[src/inc/pin_control_pkg.sv]
// Purpose: shared constants for the two-port pin control block
// Assumes: AXI4-Lite register access, 32-bit data, one word per register
// Notes:   offsets are byte addresses of aligned words

package pin_control_pkg;

   // ***********************************************************
   // port widths
   // ***********************************************************
   localparam int SMALL_W = 4;
   localparam int WIDE_W  = 8;
   localparam int DATA_W  = 32;
   localparam int ADDR_W  = 8;

   // ***********************************************************
   // register byte offsets
   // ***********************************************************
   localparam logic [ADDR_W-1:0] OFS_SMALL_PULLUP = 8'h00;
   localparam logic [ADDR_W-1:0] OFS_SMALL_SLEW   = 8'h04;
   localparam logic [ADDR_W-1:0] OFS_SMALL_DRIVE  = 8'h08;
   localparam logic [ADDR_W-1:0] OFS_WIDE_DATA    = 8'h0c;
   localparam logic [ADDR_W-1:0] OFS_WIDE_DIR     = 8'h10;
   localparam logic [ADDR_W-1:0] OFS_WIDE_PULLUP  = 8'h14;
   localparam logic [ADDR_W-1:0] OFS_WIDE_SLEW    = 8'h18;
   localparam logic [ADDR_W-1:0] OFS_WIDE_DRIVE   = 8'h1c;

   // ***********************************************************
   // field positions and reset values
   // ***********************************************************
   localparam int SMALL_LSB = 0;
   localparam int WIDE_LSB  = 0;
   localparam logic [SMALL_W-1:0] RST_SMALL = 4'h0;
   localparam logic [WIDE_W-1:0]  RST_WIDE  = 8'h00;

   // ***********************************************************
   // bus response codes
   // ***********************************************************
   localparam logic [1:0] RESP_OKAY   = 2'h0;
   localparam logic [1:0] RESP_SLVERR = 2'h2;

endpackage : pin_control_pkg

[src/logic/port_d_e_pin_control.sv]
// Purpose: register-controlled pad logic for a 4-bit and an 8-bit port
// Assumes: the 4-bit port direction comes from logic on the same clock
// Notes:   pad outputs are registered; register writes reach them at the
//          same edge that stores the register value

`timescale 1ns/1ps
`default_nettype none

// Function
// - A small-port pin's pullup is on when its pullup bit is 1 and off at 0.
// - A small-port pin driven as output keeps its pullup off whatever the bit.
// - Small-port slew bits 3:0 enable output slew limiting when set.
// - A small-port slew bit has no effect while its pin is an input.
// - Small-port drive bits 3:0 select low drive at 0 and high drive at 1.
// - Reading the wide data register returns the pin level for input pins.
// - Reading the wide data register returns the latch for output pins.
// - A wide data write updates every latch bit whatever the direction.
// - Each wide-port output pin is driven with its latched value.
// - Reset clears the wide latch and leaves all pins undriven, pullups off.
// - A wide direction bit at 0 means input and pin reads, 1 means output.
// - Wide pullup bits enable pullups, forced off on output pins.
// - Wide slew bits enable slew limiting, without effect on input pins.
// - Wide drive bits select low drive at 0 and high drive at 1.
module port_d_e_pin_control
   import pin_control_pkg::*;
(
   // clock and reset
   input  wire logic              ref_clk,
   input  wire logic              srst,
   // axi4-lite write address
   input  wire logic [ADDR_W-1:0] awaddr,
   input  wire logic              awvalid,
   output logic                   awready,
   // axi4-lite write data
   input  wire logic [DATA_W-1:0] wdata,
   input  wire logic [3:0]        wstrb,
   input  wire logic              wvalid,
   output logic                   wready,
   // axi4-lite write response
   output logic [1:0]             bresp,
   output logic                   bvalid,
   input  wire logic              bready,
   // axi4-lite read address
   input  wire logic [ADDR_W-1:0] araddr,
   input  wire logic              arvalid,
   output logic                   arready,
   // axi4-lite read data
   output logic [DATA_W-1:0]      rdata,
   output logic [1:0]             rresp,
   output logic                   rvalid,
   input  wire logic              rready,
   // small port pads
   input  wire logic [SMALL_W-1:0] smallPortDir,
   output logic [SMALL_W-1:0]      smallPullupEn,
   output logic [SMALL_W-1:0]      smallSlewEn,
   output logic [SMALL_W-1:0]      smallDriveHigh,
   // wide port pads
   input  wire logic [WIDE_W-1:0]  widePinIn,
   output logic [WIDE_W-1:0]       widePinOut,
   output logic [WIDE_W-1:0]       widePinOe,
   output logic [WIDE_W-1:0]       widePullupEn,
   output logic [WIDE_W-1:0]       wideSlewEn,
   output logic [WIDE_W-1:0]       wideDriveHigh
);

   // ***********************************************************
   // declarations
   // ***********************************************************
   // write channel holding state
   logic              awHeld_r,  awHeld_nxt;
   logic [ADDR_W-1:0] awAddr_r,  awAddr_nxt;
   logic              wHeld_r,   wHeld_nxt;
   logic [DATA_W-1:0] wData_r,   wData_nxt;
   logic [3:0]        wStrb_r,   wStrb_nxt;
   logic              awready_r, awready_nxt;
   logic              wready_r,  wready_nxt;
   logic              bvalid_r,  bvalid_nxt;
   logic [1:0]        bresp_r,   bresp_nxt;
   logic              doWrite;
   logic              laneZero;
   logic              wrHit;

   // read channel state
   logic              arready_r, arready_nxt;
   logic              rvalid_r,  rvalid_nxt;
   logic [DATA_W-1:0] rdata_r,   rdata_nxt;
   logic [1:0]        rresp_r,   rresp_nxt;
   logic              arTake;
   logic [WIDE_W-1:0] rdByte;
   logic              rdHit;

   // software registers
   logic [SMALL_W-1:0] smallPu_r,  smallPu_nxt;
   logic [SMALL_W-1:0] smallSe_r,  smallSe_nxt;
   logic [SMALL_W-1:0] smallDs_r,  smallDs_nxt;
   logic [WIDE_W-1:0]  wideDat_r,  wideDat_nxt;
   logic [WIDE_W-1:0]  wideDir_r,  wideDir_nxt;
   logic [WIDE_W-1:0]  widePu_r,   widePu_nxt;
   logic [WIDE_W-1:0]  wideSe_r,   wideSe_nxt;
   logic [WIDE_W-1:0]  wideDs_r,   wideDs_nxt;

   // pin synchroniser
   logic [WIDE_W-1:0]  pinMeta_r;
   logic [WIDE_W-1:0]  pinSync_r;

   // registered pad controls
   logic [SMALL_W-1:0] smallPuPad_r, smallPuPad_nxt;
   logic [SMALL_W-1:0] smallSePad_r, smallSePad_nxt;
   logic [SMALL_W-1:0] smallDsPad_r, smallDsPad_nxt;
   logic [WIDE_W-1:0]  wideOut_r,    wideOut_nxt;
   logic [WIDE_W-1:0]  wideOe_r,     wideOe_nxt;
   logic [WIDE_W-1:0]  widePuPad_r,  widePuPad_nxt;
   logic [WIDE_W-1:0]  wideSePad_r,  wideSePad_nxt;
   logic [WIDE_W-1:0]  wideDsPad_r,  wideDsPad_nxt;

   // ***********************************************************
   // write channel
   // ***********************************************************
   // address and data are caught independently and held until both
   // are present; a pending response blocks the next write so that
   // at most one answer is ever outstanding
   always_comb
   begin
      doWrite     = awHeld_r && wHeld_r && !bvalid_r;
      awHeld_nxt  = awHeld_r;
      awAddr_nxt  = awAddr_r;
      wHeld_nxt   = wHeld_r;
      wData_nxt   = wData_r;
      wStrb_nxt   = wStrb_r;
      if (awvalid && awready_r)
      begin
         awHeld_nxt = 1'b1;
         awAddr_nxt = awaddr;
      end
      else if (doWrite)
      begin
         awHeld_nxt = 1'b0;
      end
      if (wvalid && wready_r)
      begin
         wHeld_nxt = 1'b1;
         wData_nxt = wdata;
         wStrb_nxt = wstrb;
      end
      else if (doWrite)
      begin
         wHeld_nxt = 1'b0;
      end
      awready_nxt = !awHeld_nxt;
      wready_nxt  = !wHeld_nxt;
      bvalid_nxt  = doWrite || (bvalid_r && !bready);
      bresp_nxt   = bresp_r;
      if (doWrite)
      begin
         bresp_nxt = wrHit ? RESP_OKAY : RESP_SLVERR;
      end
   end

   // address decode for writes; only byte lane zero carries data
   always_comb
   begin
      laneZero = wStrb_r[0];
      case (awAddr_r)
         OFS_SMALL_PULLUP, OFS_SMALL_SLEW, OFS_SMALL_DRIVE,
         OFS_WIDE_DATA, OFS_WIDE_DIR, OFS_WIDE_PULLUP,
         OFS_WIDE_SLEW, OFS_WIDE_DRIVE:
            wrHit = 1'b1;
         default:
            wrHit = 1'b0;
      endcase
   end

   // ***********************************************************
   // register file
   // ***********************************************************
   // upper small-port bits are not stored: whatever software puts
   // there is dropped, and they read back as zero
   always_comb
   begin
      smallPu_nxt = smallPu_r;
      smallSe_nxt = smallSe_r;
      smallDs_nxt = smallDs_r;
      wideDat_nxt = wideDat_r;
      wideDir_nxt = wideDir_r;
      widePu_nxt  = widePu_r;
      wideSe_nxt  = wideSe_r;
      wideDs_nxt  = wideDs_r;
      if (doWrite && laneZero)
      begin
         case (awAddr_r)
            OFS_SMALL_PULLUP: smallPu_nxt = wData_r[SMALL_LSB +: SMALL_W];
            OFS_SMALL_SLEW:   smallSe_nxt = wData_r[SMALL_LSB +: SMALL_W];
            OFS_SMALL_DRIVE:  smallDs_nxt = wData_r[SMALL_LSB +: SMALL_W];
            OFS_WIDE_DATA:    wideDat_nxt = wData_r[WIDE_LSB +: WIDE_W];
            OFS_WIDE_DIR:     wideDir_nxt = wData_r[WIDE_LSB +: WIDE_W];
            OFS_WIDE_PULLUP:  widePu_nxt  = wData_r[WIDE_LSB +: WIDE_W];
            OFS_WIDE_SLEW:    wideSe_nxt  = wData_r[WIDE_LSB +: WIDE_W];
            OFS_WIDE_DRIVE:   wideDs_nxt  = wData_r[WIDE_LSB +: WIDE_W];
            default:          smallPu_nxt = smallPu_r;
         endcase
      end
   end

   // ***********************************************************
   // read channel
   // ***********************************************************
   // read data is captured at the address handshake, so a pin that
   // moves later does not alter an answer already waiting
   always_comb
   begin
      arTake      = arvalid && arready_r;
      rvalid_nxt  = arTake || (rvalid_r && !rready);
      arready_nxt = !rvalid_nxt;
      rdata_nxt   = rdata_r;
      rresp_nxt   = rresp_r;
      rdByte      = RST_WIDE;
      rdHit       = 1'b1;
      case (araddr)
         OFS_SMALL_PULLUP: rdByte[SMALL_W-1:0] = smallPu_r;
         OFS_SMALL_SLEW:   rdByte[SMALL_W-1:0] = smallSe_r;
         OFS_SMALL_DRIVE:  rdByte[SMALL_W-1:0] = smallDs_r;
         // output pins read the latch, input pins the pin level
         OFS_WIDE_DATA:    rdByte = (wideDir_r & wideDat_r)
                                  | (~wideDir_r & pinSync_r);
         OFS_WIDE_DIR:     rdByte = wideDir_r;
         OFS_WIDE_PULLUP:  rdByte = widePu_r;
         OFS_WIDE_SLEW:    rdByte = wideSe_r;
         OFS_WIDE_DRIVE:   rdByte = wideDs_r;
         default:          rdHit  = 1'b0;
      endcase
      if (arTake)
      begin
         rdata_nxt = {{(DATA_W-WIDE_W){1'b0}}, rdByte};
         rresp_nxt = rdHit ? RESP_OKAY : RESP_SLVERR;
      end
   end

   // ***********************************************************
   // pad controls
   // ***********************************************************
   // computed from the next register values so that a write shows on
   // the pads at the very edge that stores it; the small-port
   // direction arrives from elsewhere and so lags by one cycle
   always_comb
   begin
      smallPuPad_nxt = smallPu_nxt & ~smallPortDir;
      smallSePad_nxt = smallSe_nxt & smallPortDir;
      smallDsPad_nxt = smallDs_nxt;
      wideOut_nxt    = wideDat_nxt;
      wideOe_nxt     = wideDir_nxt;
      widePuPad_nxt  = widePu_nxt & ~wideDir_nxt;
      wideSePad_nxt  = wideSe_nxt & wideDir_nxt;
      wideDsPad_nxt  = wideDs_nxt;
   end

   // ***********************************************************
   // flip-flops
   // ***********************************************************
   // reset leaves every pin an undriven input with pullups off
   always_ff @(posedge ref_clk)
   begin
      if (srst)
      begin
         awHeld_r     <= 1'b0;
         awAddr_r     <= '0;
         wHeld_r      <= 1'b0;
         wData_r      <= '0;
         wStrb_r      <= '0;
         awready_r    <= 1'b1;
         wready_r     <= 1'b1;
         bvalid_r     <= 1'b0;
         bresp_r      <= RESP_OKAY;
         arready_r    <= 1'b1;
         rvalid_r     <= 1'b0;
         rdata_r      <= '0;
         rresp_r      <= RESP_OKAY;
         smallPu_r    <= RST_SMALL;
         smallSe_r    <= RST_SMALL;
         smallDs_r    <= RST_SMALL;
         wideDat_r    <= RST_WIDE;
         wideDir_r    <= RST_WIDE;
         widePu_r     <= RST_WIDE;
         wideSe_r     <= RST_WIDE;
         wideDs_r     <= RST_WIDE;
         smallPuPad_r <= RST_SMALL;
         smallSePad_r <= RST_SMALL;
         smallDsPad_r <= RST_SMALL;
         wideOut_r    <= RST_WIDE;
         wideOe_r     <= RST_WIDE;
         widePuPad_r  <= RST_WIDE;
         wideSePad_r  <= RST_WIDE;
         wideDsPad_r  <= RST_WIDE;
      end
      else
      begin
         awHeld_r     <= awHeld_nxt;
         awAddr_r     <= awAddr_nxt;
         wHeld_r      <= wHeld_nxt;
         wData_r      <= wData_nxt;
         wStrb_r      <= wStrb_nxt;
         awready_r    <= awready_nxt;
         wready_r     <= wready_nxt;
         bvalid_r     <= bvalid_nxt;
         bresp_r      <= bresp_nxt;
         arready_r    <= arready_nxt;
         rvalid_r     <= rvalid_nxt;
         rdata_r      <= rdata_nxt;
         rresp_r      <= rresp_nxt;
         smallPu_r    <= smallPu_nxt;
         smallSe_r    <= smallSe_nxt;
         smallDs_r    <= smallDs_nxt;
         wideDat_r    <= wideDat_nxt;
         wideDir_r    <= wideDir_nxt;
         widePu_r     <= widePu_nxt;
         wideSe_r     <= wideSe_nxt;
         wideDs_r     <= wideDs_nxt;
         smallPuPad_r <= smallPuPad_nxt;
         smallSePad_r <= smallSePad_nxt;
         smallDsPad_r <= smallDsPad_nxt;
         wideOut_r    <= wideOut_nxt;
         wideOe_r     <= wideOe_nxt;
         widePuPad_r  <= widePuPad_nxt;
         wideSePad_r  <= wideSePad_nxt;
         wideDsPad_r  <= wideDsPad_nxt;
      end
   end

   // two-stage synchroniser on the wide pins; only the second stage
   // is looked at, so read data lags the pin by two cycles
   always_ff @(posedge ref_clk)
   begin
      if (srst)
      begin
         pinMeta_r <= RST_WIDE;
         pinSync_r <= RST_WIDE;
      end
      else
      begin
         pinMeta_r <= widePinIn;
         pinSync_r <= pinMeta_r;
      end
   end

   // ***********************************************************
   // outputs
   // ***********************************************************
   assign awready        = awready_r;
   assign wready         = wready_r;
   assign bvalid         = bvalid_r;
   assign bresp          = bresp_r;
   assign arready        = arready_r;
   assign rvalid         = rvalid_r;
   assign rdata          = rdata_r;
   assign rresp          = rresp_r;
   assign smallPullupEn  = smallPuPad_r;
   assign smallSlewEn    = smallSePad_r;
   assign smallDriveHigh = smallDsPad_r;
   assign widePinOut     = wideOut_r;
   assign widePinOe      = wideOe_r;
   assign widePullupEn   = widePuPad_r;
   assign wideSlewEn     = wideSePad_r;
   assign wideDriveHigh  = wideDsPad_r;

endmodule // port_d_e_pin_control

`default_nettype wire

[config.mk]
export PLATFORM = sky130hd
export DESIGN_NAME = port_d_e_pin_control
export DESIGN_NICKNAME = d
export VERILOG_FILES = /design/src/inc/pin_control_pkg.sv /design/src/logic/port_d_e_pin_control.sv
export SDC_FILE = /design/constraint.sdc
export NUM_CORES = 1
export LEC_CHECK = 0
export BUFFER_PORTS_ARGS = -buffer_cell sky130_fd_sc_hd__buf_2
export CORE_MARGIN = 5
export CORE_UTILIZATION = 43
export DETAILED_ROUTE_END_ITERATION = 8
export PLACE_DENSITY = 0.69
export SETUP_SLACK_MARGIN = 0.05
export SLEW_MARGIN = 5
export SYNTH_ARGS = -nofsm -noshare
export SYNTH_HDL_FRONTEND = slang
export SYNTH_SLANG_ARGS = --single-unit
export TNS_END_PERCENT = 50
[constraint.sdc]
create_clock -name ref_clk -period 3.04 [get_ports ref_clk]
set_input_delay 0.304 -clock ref_clk [delete_from_list [all_inputs] [get_ports ref_clk]]
set_output_delay 0.304 -clock ref_clk [all_outputs]
set_load 0.01 [all_outputs]
== Word-level counts from Yosys, hierarchy flattened ==
Memory sizes are Yosys's and may differ from the RTL's. A register that Yosys moved wholly into a read port is not among the register bits.
Index checks and enable logic that the tools add are counted.
Word-level totals
  flip-flop bits (word level): 128
  ROM bits: 32
  bits of input ports: 71
  output and inout port bits: 93
  logic and storage cells: 97
  memories: 1
Operators by class
  equality and inequality tests: 14
  muxes and demuxes: 22
  bitwise operators: 10
  reduce and logical (&&, ||, !) cells: 23
Memory list
  (name not given): words 32, width 1, rd ports 1, clocked after memory_dff 1, wr ports 0, line port_d_e_pin_control.sv:163  | case (awAddr_r)
Operator list (count)
  $eq A8 B5 Y1 const B: 8
  $mux W8: 6
  $and A8 B8 Y8: 4
  $eq A8 B4 Y1 const B: 4
  $pmux W4 S8: 1
  $pmux W4 S5: 1
  $eq A8 B3 Y1 const B: 2
  $logic_not A8 Y1: 2
  $mux W4: 4
  $not A8 Y8: 2
  $mux W5: 2
  $and A4 B4 Y4: 2
  $logic_and A1 B1 Y1: 8
  $or A8 B8 Y8: 1
  $reduce_or A8 Y1: 1
  $logic_not A1 Y1: 6
  $mux W1: 6
  $reduce_and A2 Y1: 3
  $mux W2: 2
  $not A4 Y4: 1
  $logic_not A3 Y1: 1
  $logic_or A1 B1 Y1: 2

== Longest topological paths before layout ==
  word-level depth: 6
  depth in mapped cells: 6

== Least setup slack after synthesis ==
Ideal clock, no wire load.
  kind: register to register
  start point: register awAddr_r[7]
  end point: register widePuPad_r[0] (netlist: widePullupEn[0])
  library setup time: 0.059 ns
  data arrival time: 1.678 ns
  required time: 2.981 ns
  setup slack: 1.303 ns
  stages on the path, launching flop included: 5
  buffers on the path: 0
  period minus slack after synthesis: 1.737 ns
  path through: dfxtp_1 -> or3_4 -> nor4_4 -> mux2i_1 -> and2_1
On the way
  word-level cells in the longest chain between the ends: 5
RTL lines
  start, declared: line port_d_e_pin_control.sv:71  | logic [ADDR_W-1:0] awAddr_r, awAddr_nxt;
  start signal, assigned: line port_d_e_pin_control.sv:297  | awAddr_r <= awAddr_nxt;
  $eq A8 B5 Y1: line port_d_e_pin_control.sv:190  | case (awAddr_r)
  $mux W8: line port_d_e_pin_control.sv:190
  $mux W8: line port_d_e_pin_control.sv:188  | if (doWrite && laneZero)
  $not A8 Y8: line port_d_e_pin_control.sv:251  | widePuPad_nxt = widePu_nxt & ~wideDir_nxt;
  $and A8 B8 Y8 (*): line port_d_e_pin_control.sv:251
  end signal, assigned: line port_d_e_pin_control.sv:322  | widePuPad_r <= widePuPad_nxt;
  end, declared: line port_d_e_pin_control.sv:112  | logic [WIDE_W-1:0] widePuPad_r, widePuPad_nxt;
Mark *: on every way between the ends. The rest lies on a longest branch, timed or not.
A chain may end at the register's enable or synchronous reset.

== Worst setup path after layout ==
  start point: register awAddr_r[3]
  end point: register widePuPad_r[5] (netlist: widePullupEn[5])
Same word-level chain as after synthesis.

==> report_table.html <==
<table>
<tr><th>Metric</th><th>Value</th></tr>
<tr><th colspan="2">Status</th></tr>
<tr><td>Run status</td><td>finished, final reports clean</td></tr>
<tr><th colspan="2">STA</th></tr>
<tr><td>Final Cycle Share</td><td>0.767</td></tr>
<tr><td>Final Skew</td><td>0.00773 ns</td></tr>
<tr><td>Relative slew slack</td><td>0.393</td></tr>
<tr><td>Hold Vio Cnt, Final</td><td>0</td></tr>
<tr><td>Count of endpoints failing setup in the final report</td><td>0</td></tr>
<tr><td>Post-route minimum period</td><td>2.33 ns</td></tr>
<tr><td>Max Transition Viols Final</td><td>0</td></tr>
<tr><td>Slew of the pin with the lowest slew margin</td><td>0.904 ns</td></tr>
<tr><td>Setup repair after global routing missed its margin</td><td>no</td></tr>
<tr><td>Highest clock frequency the design can meet</td><td>429 MHz</td></tr>
<tr><td>Final sum of negative setup slack</td><td>0 ns</td></tr>
<tr><th colspan="2">Critical path</th></tr>
<tr><td>Delay of the slowest cell on the worst path</td><td>0.66 ns</td></tr>
<tr><td>Biggest fanout along the worst timing path</td><td>13</td></tr>
<tr><td>Worst setup path end</td><td>widePullupEn[5]</td></tr>
<tr><td>Buffers plus inverters on the worst setup path</td><td>0</td></tr>
<tr><td>Family with the most delay on the worst path</td><td>simple AND/OR/NAND/NOR gates</td></tr>
<tr><td>Startpoint type of the worst setup path</td><td>flip-flop</td></tr>
<tr><td>Crit path depth</td><td>4</td></tr>
<tr><td>Data required time at the worst endpoint</td><td>3.39 ns</td></tr>
<tr><td>Critical path class</td><td>reg2reg</td></tr>
<tr><td>Type of destination of the critical path</td><td>flip-flop</td></tr>
<tr><td>Worst setup path start</td><td>awAddr_r[3]</td></tr>
<tr><td>Arrival @ worst endpoint</td><td>2.68 ns</td></tr>
<tr><td>Worst R2R End</td><td>widePullupEn[5]</td></tr>
<tr><td>R2r setup slk</td><td>0.71 ns</td></tr>
<tr><td>Cell chain of the critical path</td><td>nor4bb_1 -&gt; nand4_2 -&gt; mux2i_1 -&gt; and2_1</td></tr>
<tr><td>Slowest cell on the critical path</td><td>nor4bb_1</td></tr>
<tr><td>Number of cell instances on the worst register-to-register path</td><td>4</td></tr>
<tr><td>Reg2reg start</td><td>awAddr_r[3]</td></tr>
<tr><th colspan="2">Logic synthesis</th></tr>
<tr><td>Post-synth design cell area</td><td>0.00519 mm^2</td></tr>
<tr><td>Post-synth EDFFs</td><td>0</td></tr>
<tr><td>Most area-consuming cells after synthesis</td><td>dfxtp_1, mux2i_1, nor2_1</td></tr>
<tr><td>Yosys Warn Count</td><td>0</td></tr>
<tr><td>Post-synth top cells</td><td>dfxtp_1, mux2i_1, nor2_1</td></tr>
<tr><td>Yosys top cell area share</td><td>0.490</td></tr>
<tr><td>Sequential share of the synthesized area</td><td>0.490</td></tr>
<tr><td>Flop and latch count out of synthesis</td><td>127</td></tr>
<tr><td>Cell count after synthesis</td><td>525</td></tr>
<tr><td>Post-synthesis cell type with the largest combined area</td><td>dfxtp_1</td></tr>
<tr><td>Number of different library cells in the post-synthesis netlist</td><td>42</td></tr>
<tr><td>Cell with the most instances after synthesis</td><td>dfxtp_1</td></tr>
<tr><td>Average cell area after synthesis</td><td>9.88 um^2</td></tr>
<tr><td>Proportion of register bits with asynchronous set or reset after synthesis</td><td>0</td></tr>
<tr><td>Post-synth top flop</td><td>dfxtp_1</td></tr>
<tr><th colspan="2">Floorplan</th></tr>
<tr><td>Die Footprint</td><td>0.0144 mm^2</td></tr>
<tr><td>Standard-cell row count</td><td>40</td></tr>
<tr><td>Die outline width</td><td>120 um</td></tr>
<tr><td># IOs</td><td>164</td></tr>
<tr><td>Initial core utilization</td><td>0.436</td></tr>
<tr><td>Placeable Area</td><td>0.0119 mm^2</td></tr>
<tr><td>Die height</td><td>120 um</td></tr>
<tr><th colspan="2">GRT</th></tr>
<tr><td>Largest net degree at the start of global routing</td><td>66</td></tr>
<tr><td>Wire length of the first global-routing pass</td><td>19,900 um</td></tr>
<tr><td>Number of global-route vias before repair</td><td>3,895</td></tr>
<tr><td>Total grt overflow</td><td>0</td></tr>
<tr><td>Total GRT Usage</td><td>0.177</td></tr>
<tr><td>Initial antenna violation count</td><td>0</td></tr>
<tr><th colspan="2">Route</th></tr>
<tr><td>Number of DRC violations after detailed routing</td><td>0</td></tr>
<tr><td>Number of detailed-route iterations in the first pass</td><td>5</td></tr>
<tr><td>Number of vias in the routed layout</td><td>3,985</td></tr>
<tr><td>Antenna-violating nets left</td><td>0</td></tr>
<tr><td>Wire length per cell</td><td>16.2 um</td></tr>
<tr><td>Total length of routed wires</td><td>12,800 um</td></tr>
<tr><td>Drt initial violations</td><td>294</td></tr>
<tr><td>Via-to-Cell Ratio</td><td>5.06</td></tr>
<tr><th colspan="2">Worst hold path</th></tr>
<tr><td>HP Class</td><td>in2reg</td></tr>
<tr><th colspan="2">CTS</th></tr>
<tr><td>Clock latency reported for the late side of the worst-skew pair</td><td>0.41 ns</td></tr>
<tr><td>Clk root buf</td><td>clkbuf_16</td></tr>
<tr><td>Clock Sink Count</td><td>127</td></tr>
<tr><td>Num CTS Buffers</td><td>17</td></tr>
<tr><td>Quantity of gates resized following cts</td><td>0</td></tr>
<tr><td>Count of buffers added by post-CTS timing repair for setup</td><td>0</td></tr>
<tr><td>Hold buffers post-CTS</td><td>0</td></tr>
<tr><td>Clock-pin transition on the worst setup and hold timing paths</td><td>0.06 ns</td></tr>
<tr><td>H-tree lvl count</td><td>4</td></tr>
<tr><td>CTS tree</td><td>built</td></tr>
<tr><td>Max clock buf depth</td><td>2</td></tr>
<tr><th colspan="2">Layout</th></tr>
<tr><td>Diodes inserted</td><td>0</td></tr>
<tr><td>Fraction of layout instances using a drive strength above 1</td><td>0.259</td></tr>
<tr><td>Synth-to-Final Area Change</td><td>23.3%</td></tr>
<tr><td>Number of filler instances in the final layout</td><td>1,064</td></tr>
<tr><td>Net count reported at finish</td><td>698</td></tr>
<tr><td>Fin cells</td><td>787</td></tr>
<tr><th colspan="2">Placed design</th></tr>
<tr><td>I/O Buffers</td><td>110</td></tr>
<tr><td>Estimated wirelength of the detail-placed design</td><td>9160 um</td></tr>
<tr><td>Final estimated routing congestion in global placement</td><td>0.796</td></tr>
<tr><td>Post-placement cell count</td><td>755</td></tr>
<tr><th colspan="2">Power and ir drop</th></tr>
<tr><td>Standby leakage power</td><td>2.93 nW</td></tr>
<tr><td>Worst IR drop on VDD</td><td>0.000365 V</td></tr>
<tr><td>Total power after layout</td><td>0.00418 W</td></tr>
<tr><td>Total power divided by cell area</td><td>653 mW/mm^2</td></tr>
<tr><th colspan="2">Run</th></tr>
<tr><td>Number of maximum-capacitance constraint violations</td><td>0</td></tr>
</table>
## power by group
group / internal [W] / switching [W]
Combinational: 0.0000794 / 0.000125
Sequential: 0.00170 / 0.0000433
Clock: 0.00150 / 0.000729
## worst reg2reg max path, cell delays in order (launching register included)
cell	delay, ns
dfxtp_1	0.52
nor4bb_1	0.67
nand4_2	0.54
mux2i_1	0.37
and2_1	0.18
## placed cells by master (no fill, tap or decap), drive strengths merged
| cell | instances |
|---|---|
| inv | 6 |
| a21o | 2 |
| o21bai | 1 |
| bufinv | 5 |
| dfxtp | 127 |
| nand3 | 25 |
| nor2b | 19 |
| or3b | 1 |
| conb | 26 |
| nand2b | 18 |
| a21oi | 31 |
| buf | 112 |
| nor2 | 54 |
| nor4 | 3 |
| mux4 | 6 |
| or3 | 1 |
| clkinv | 2 |
| nand2 | 34 |
| clkbuf | 19 |
| nand4 | 7 |
| nor3 | 9 |
| and4b | 1 |
| mux2 | 9 |
| and2 | 11 |
| a311oi | 1 |
| nor3b | 5 |
| o2bb2ai | 6 |
| clkinvlp | 5 |
| nand3b | 3 |
| mux2i | 68 |
| and3b | 1 |
| a32oi | 4 |
| or4 | 3 |
| o21ai | 8 |
| a211oi | 1 |
| o31ai | 4 |
| and4 | 1 |
| nor4bb | 1 |
## flip-flops by register name (all words and copies together) (netlist names), 4 cells and up, named ones only
name,flops
awAddr_r,8
pinMeta_r,8
pinSync_r,8
rdata,8
wData_r,8
wideDriveHigh,8
widePinOe,8
widePinOut,8
widePu_r,8
widePullupEn,8
wideSe_r,8
wideSlewEn,8
smallDriveHigh,4
smallPu_r,4
smallPullupEn,4
smallSe_r,4
smallSlewEn,4
## area by class of cell
type	count	area, um^2	area share
sequential	127	2540	0.398
multi-input combinational	364	2420	0.378
timing repair buffer	112	568	0.0888
clock buffer	19	453	0.0708
clock inverter	13	210	0.0329
tap	147	184	0.0288
inverter	5	18.8	0.00293
## worst min-delay path by stage
stage,startpoint,endpoint,slack (ns),cells past startpoint
6_report,smallPortDir[3],smallPullupEn[3],0.06,2
5_1_grt,smallPortDir[3],smallPullupEn[3],0.05,2
4_1_cts,smallPortDir[3],smallPullupEn[3],0.04,2
3_5_place_dp,flip-flop,bresp[1],0.42,1
3_3_place_gp,flip-flop,bresp[1],0.41,1
2_1_floorplan,smallPortDir[3],smallPullupEn[3],0.38,1
## layer usage
layer | GRT usage | up-vias | part of all wire
met5 | 0 | - | 0
met4 | 0.0659 | 0 | 0.014
met3 | 0.0613 | 16 | 0.080
met2 | 0.286 | 141 | 0.48
met1 | 0.217 | 1854 | 0.43
li1 | - | 1974 | -
## metrics by stage
step                setup WS (ns)  instance area [um^2]   util  hold slack, ns
floorplan                    1.30                  5280      -           0.381
global placement            0.866                  5730  0.481           0.406
detailed placement          0.801                  5730  0.481           0.420
CTS                         0.756                  6390  0.537          0.0427
global route                0.624                  6390  0.537          0.0457
finish                      0.710                  6390  0.537          0.0590
## kinds of logic (layout without fill, tap and decap cells)
family / count (synthesis) / after routing / synth area share
muxes: 83 / 83 / 0.177
other: 1 / 26 / 0.000723
and+or+nand+nor: 197 / 197 / 0.203
DFF: 127 / 127 / 0.490
AOI/OAI and AO/OA: 58 / 58 / 0.0678
buffers and inverters: 59 / 149 / 0.0617
No activity file was read; power rests on OpenSTA's default activity.
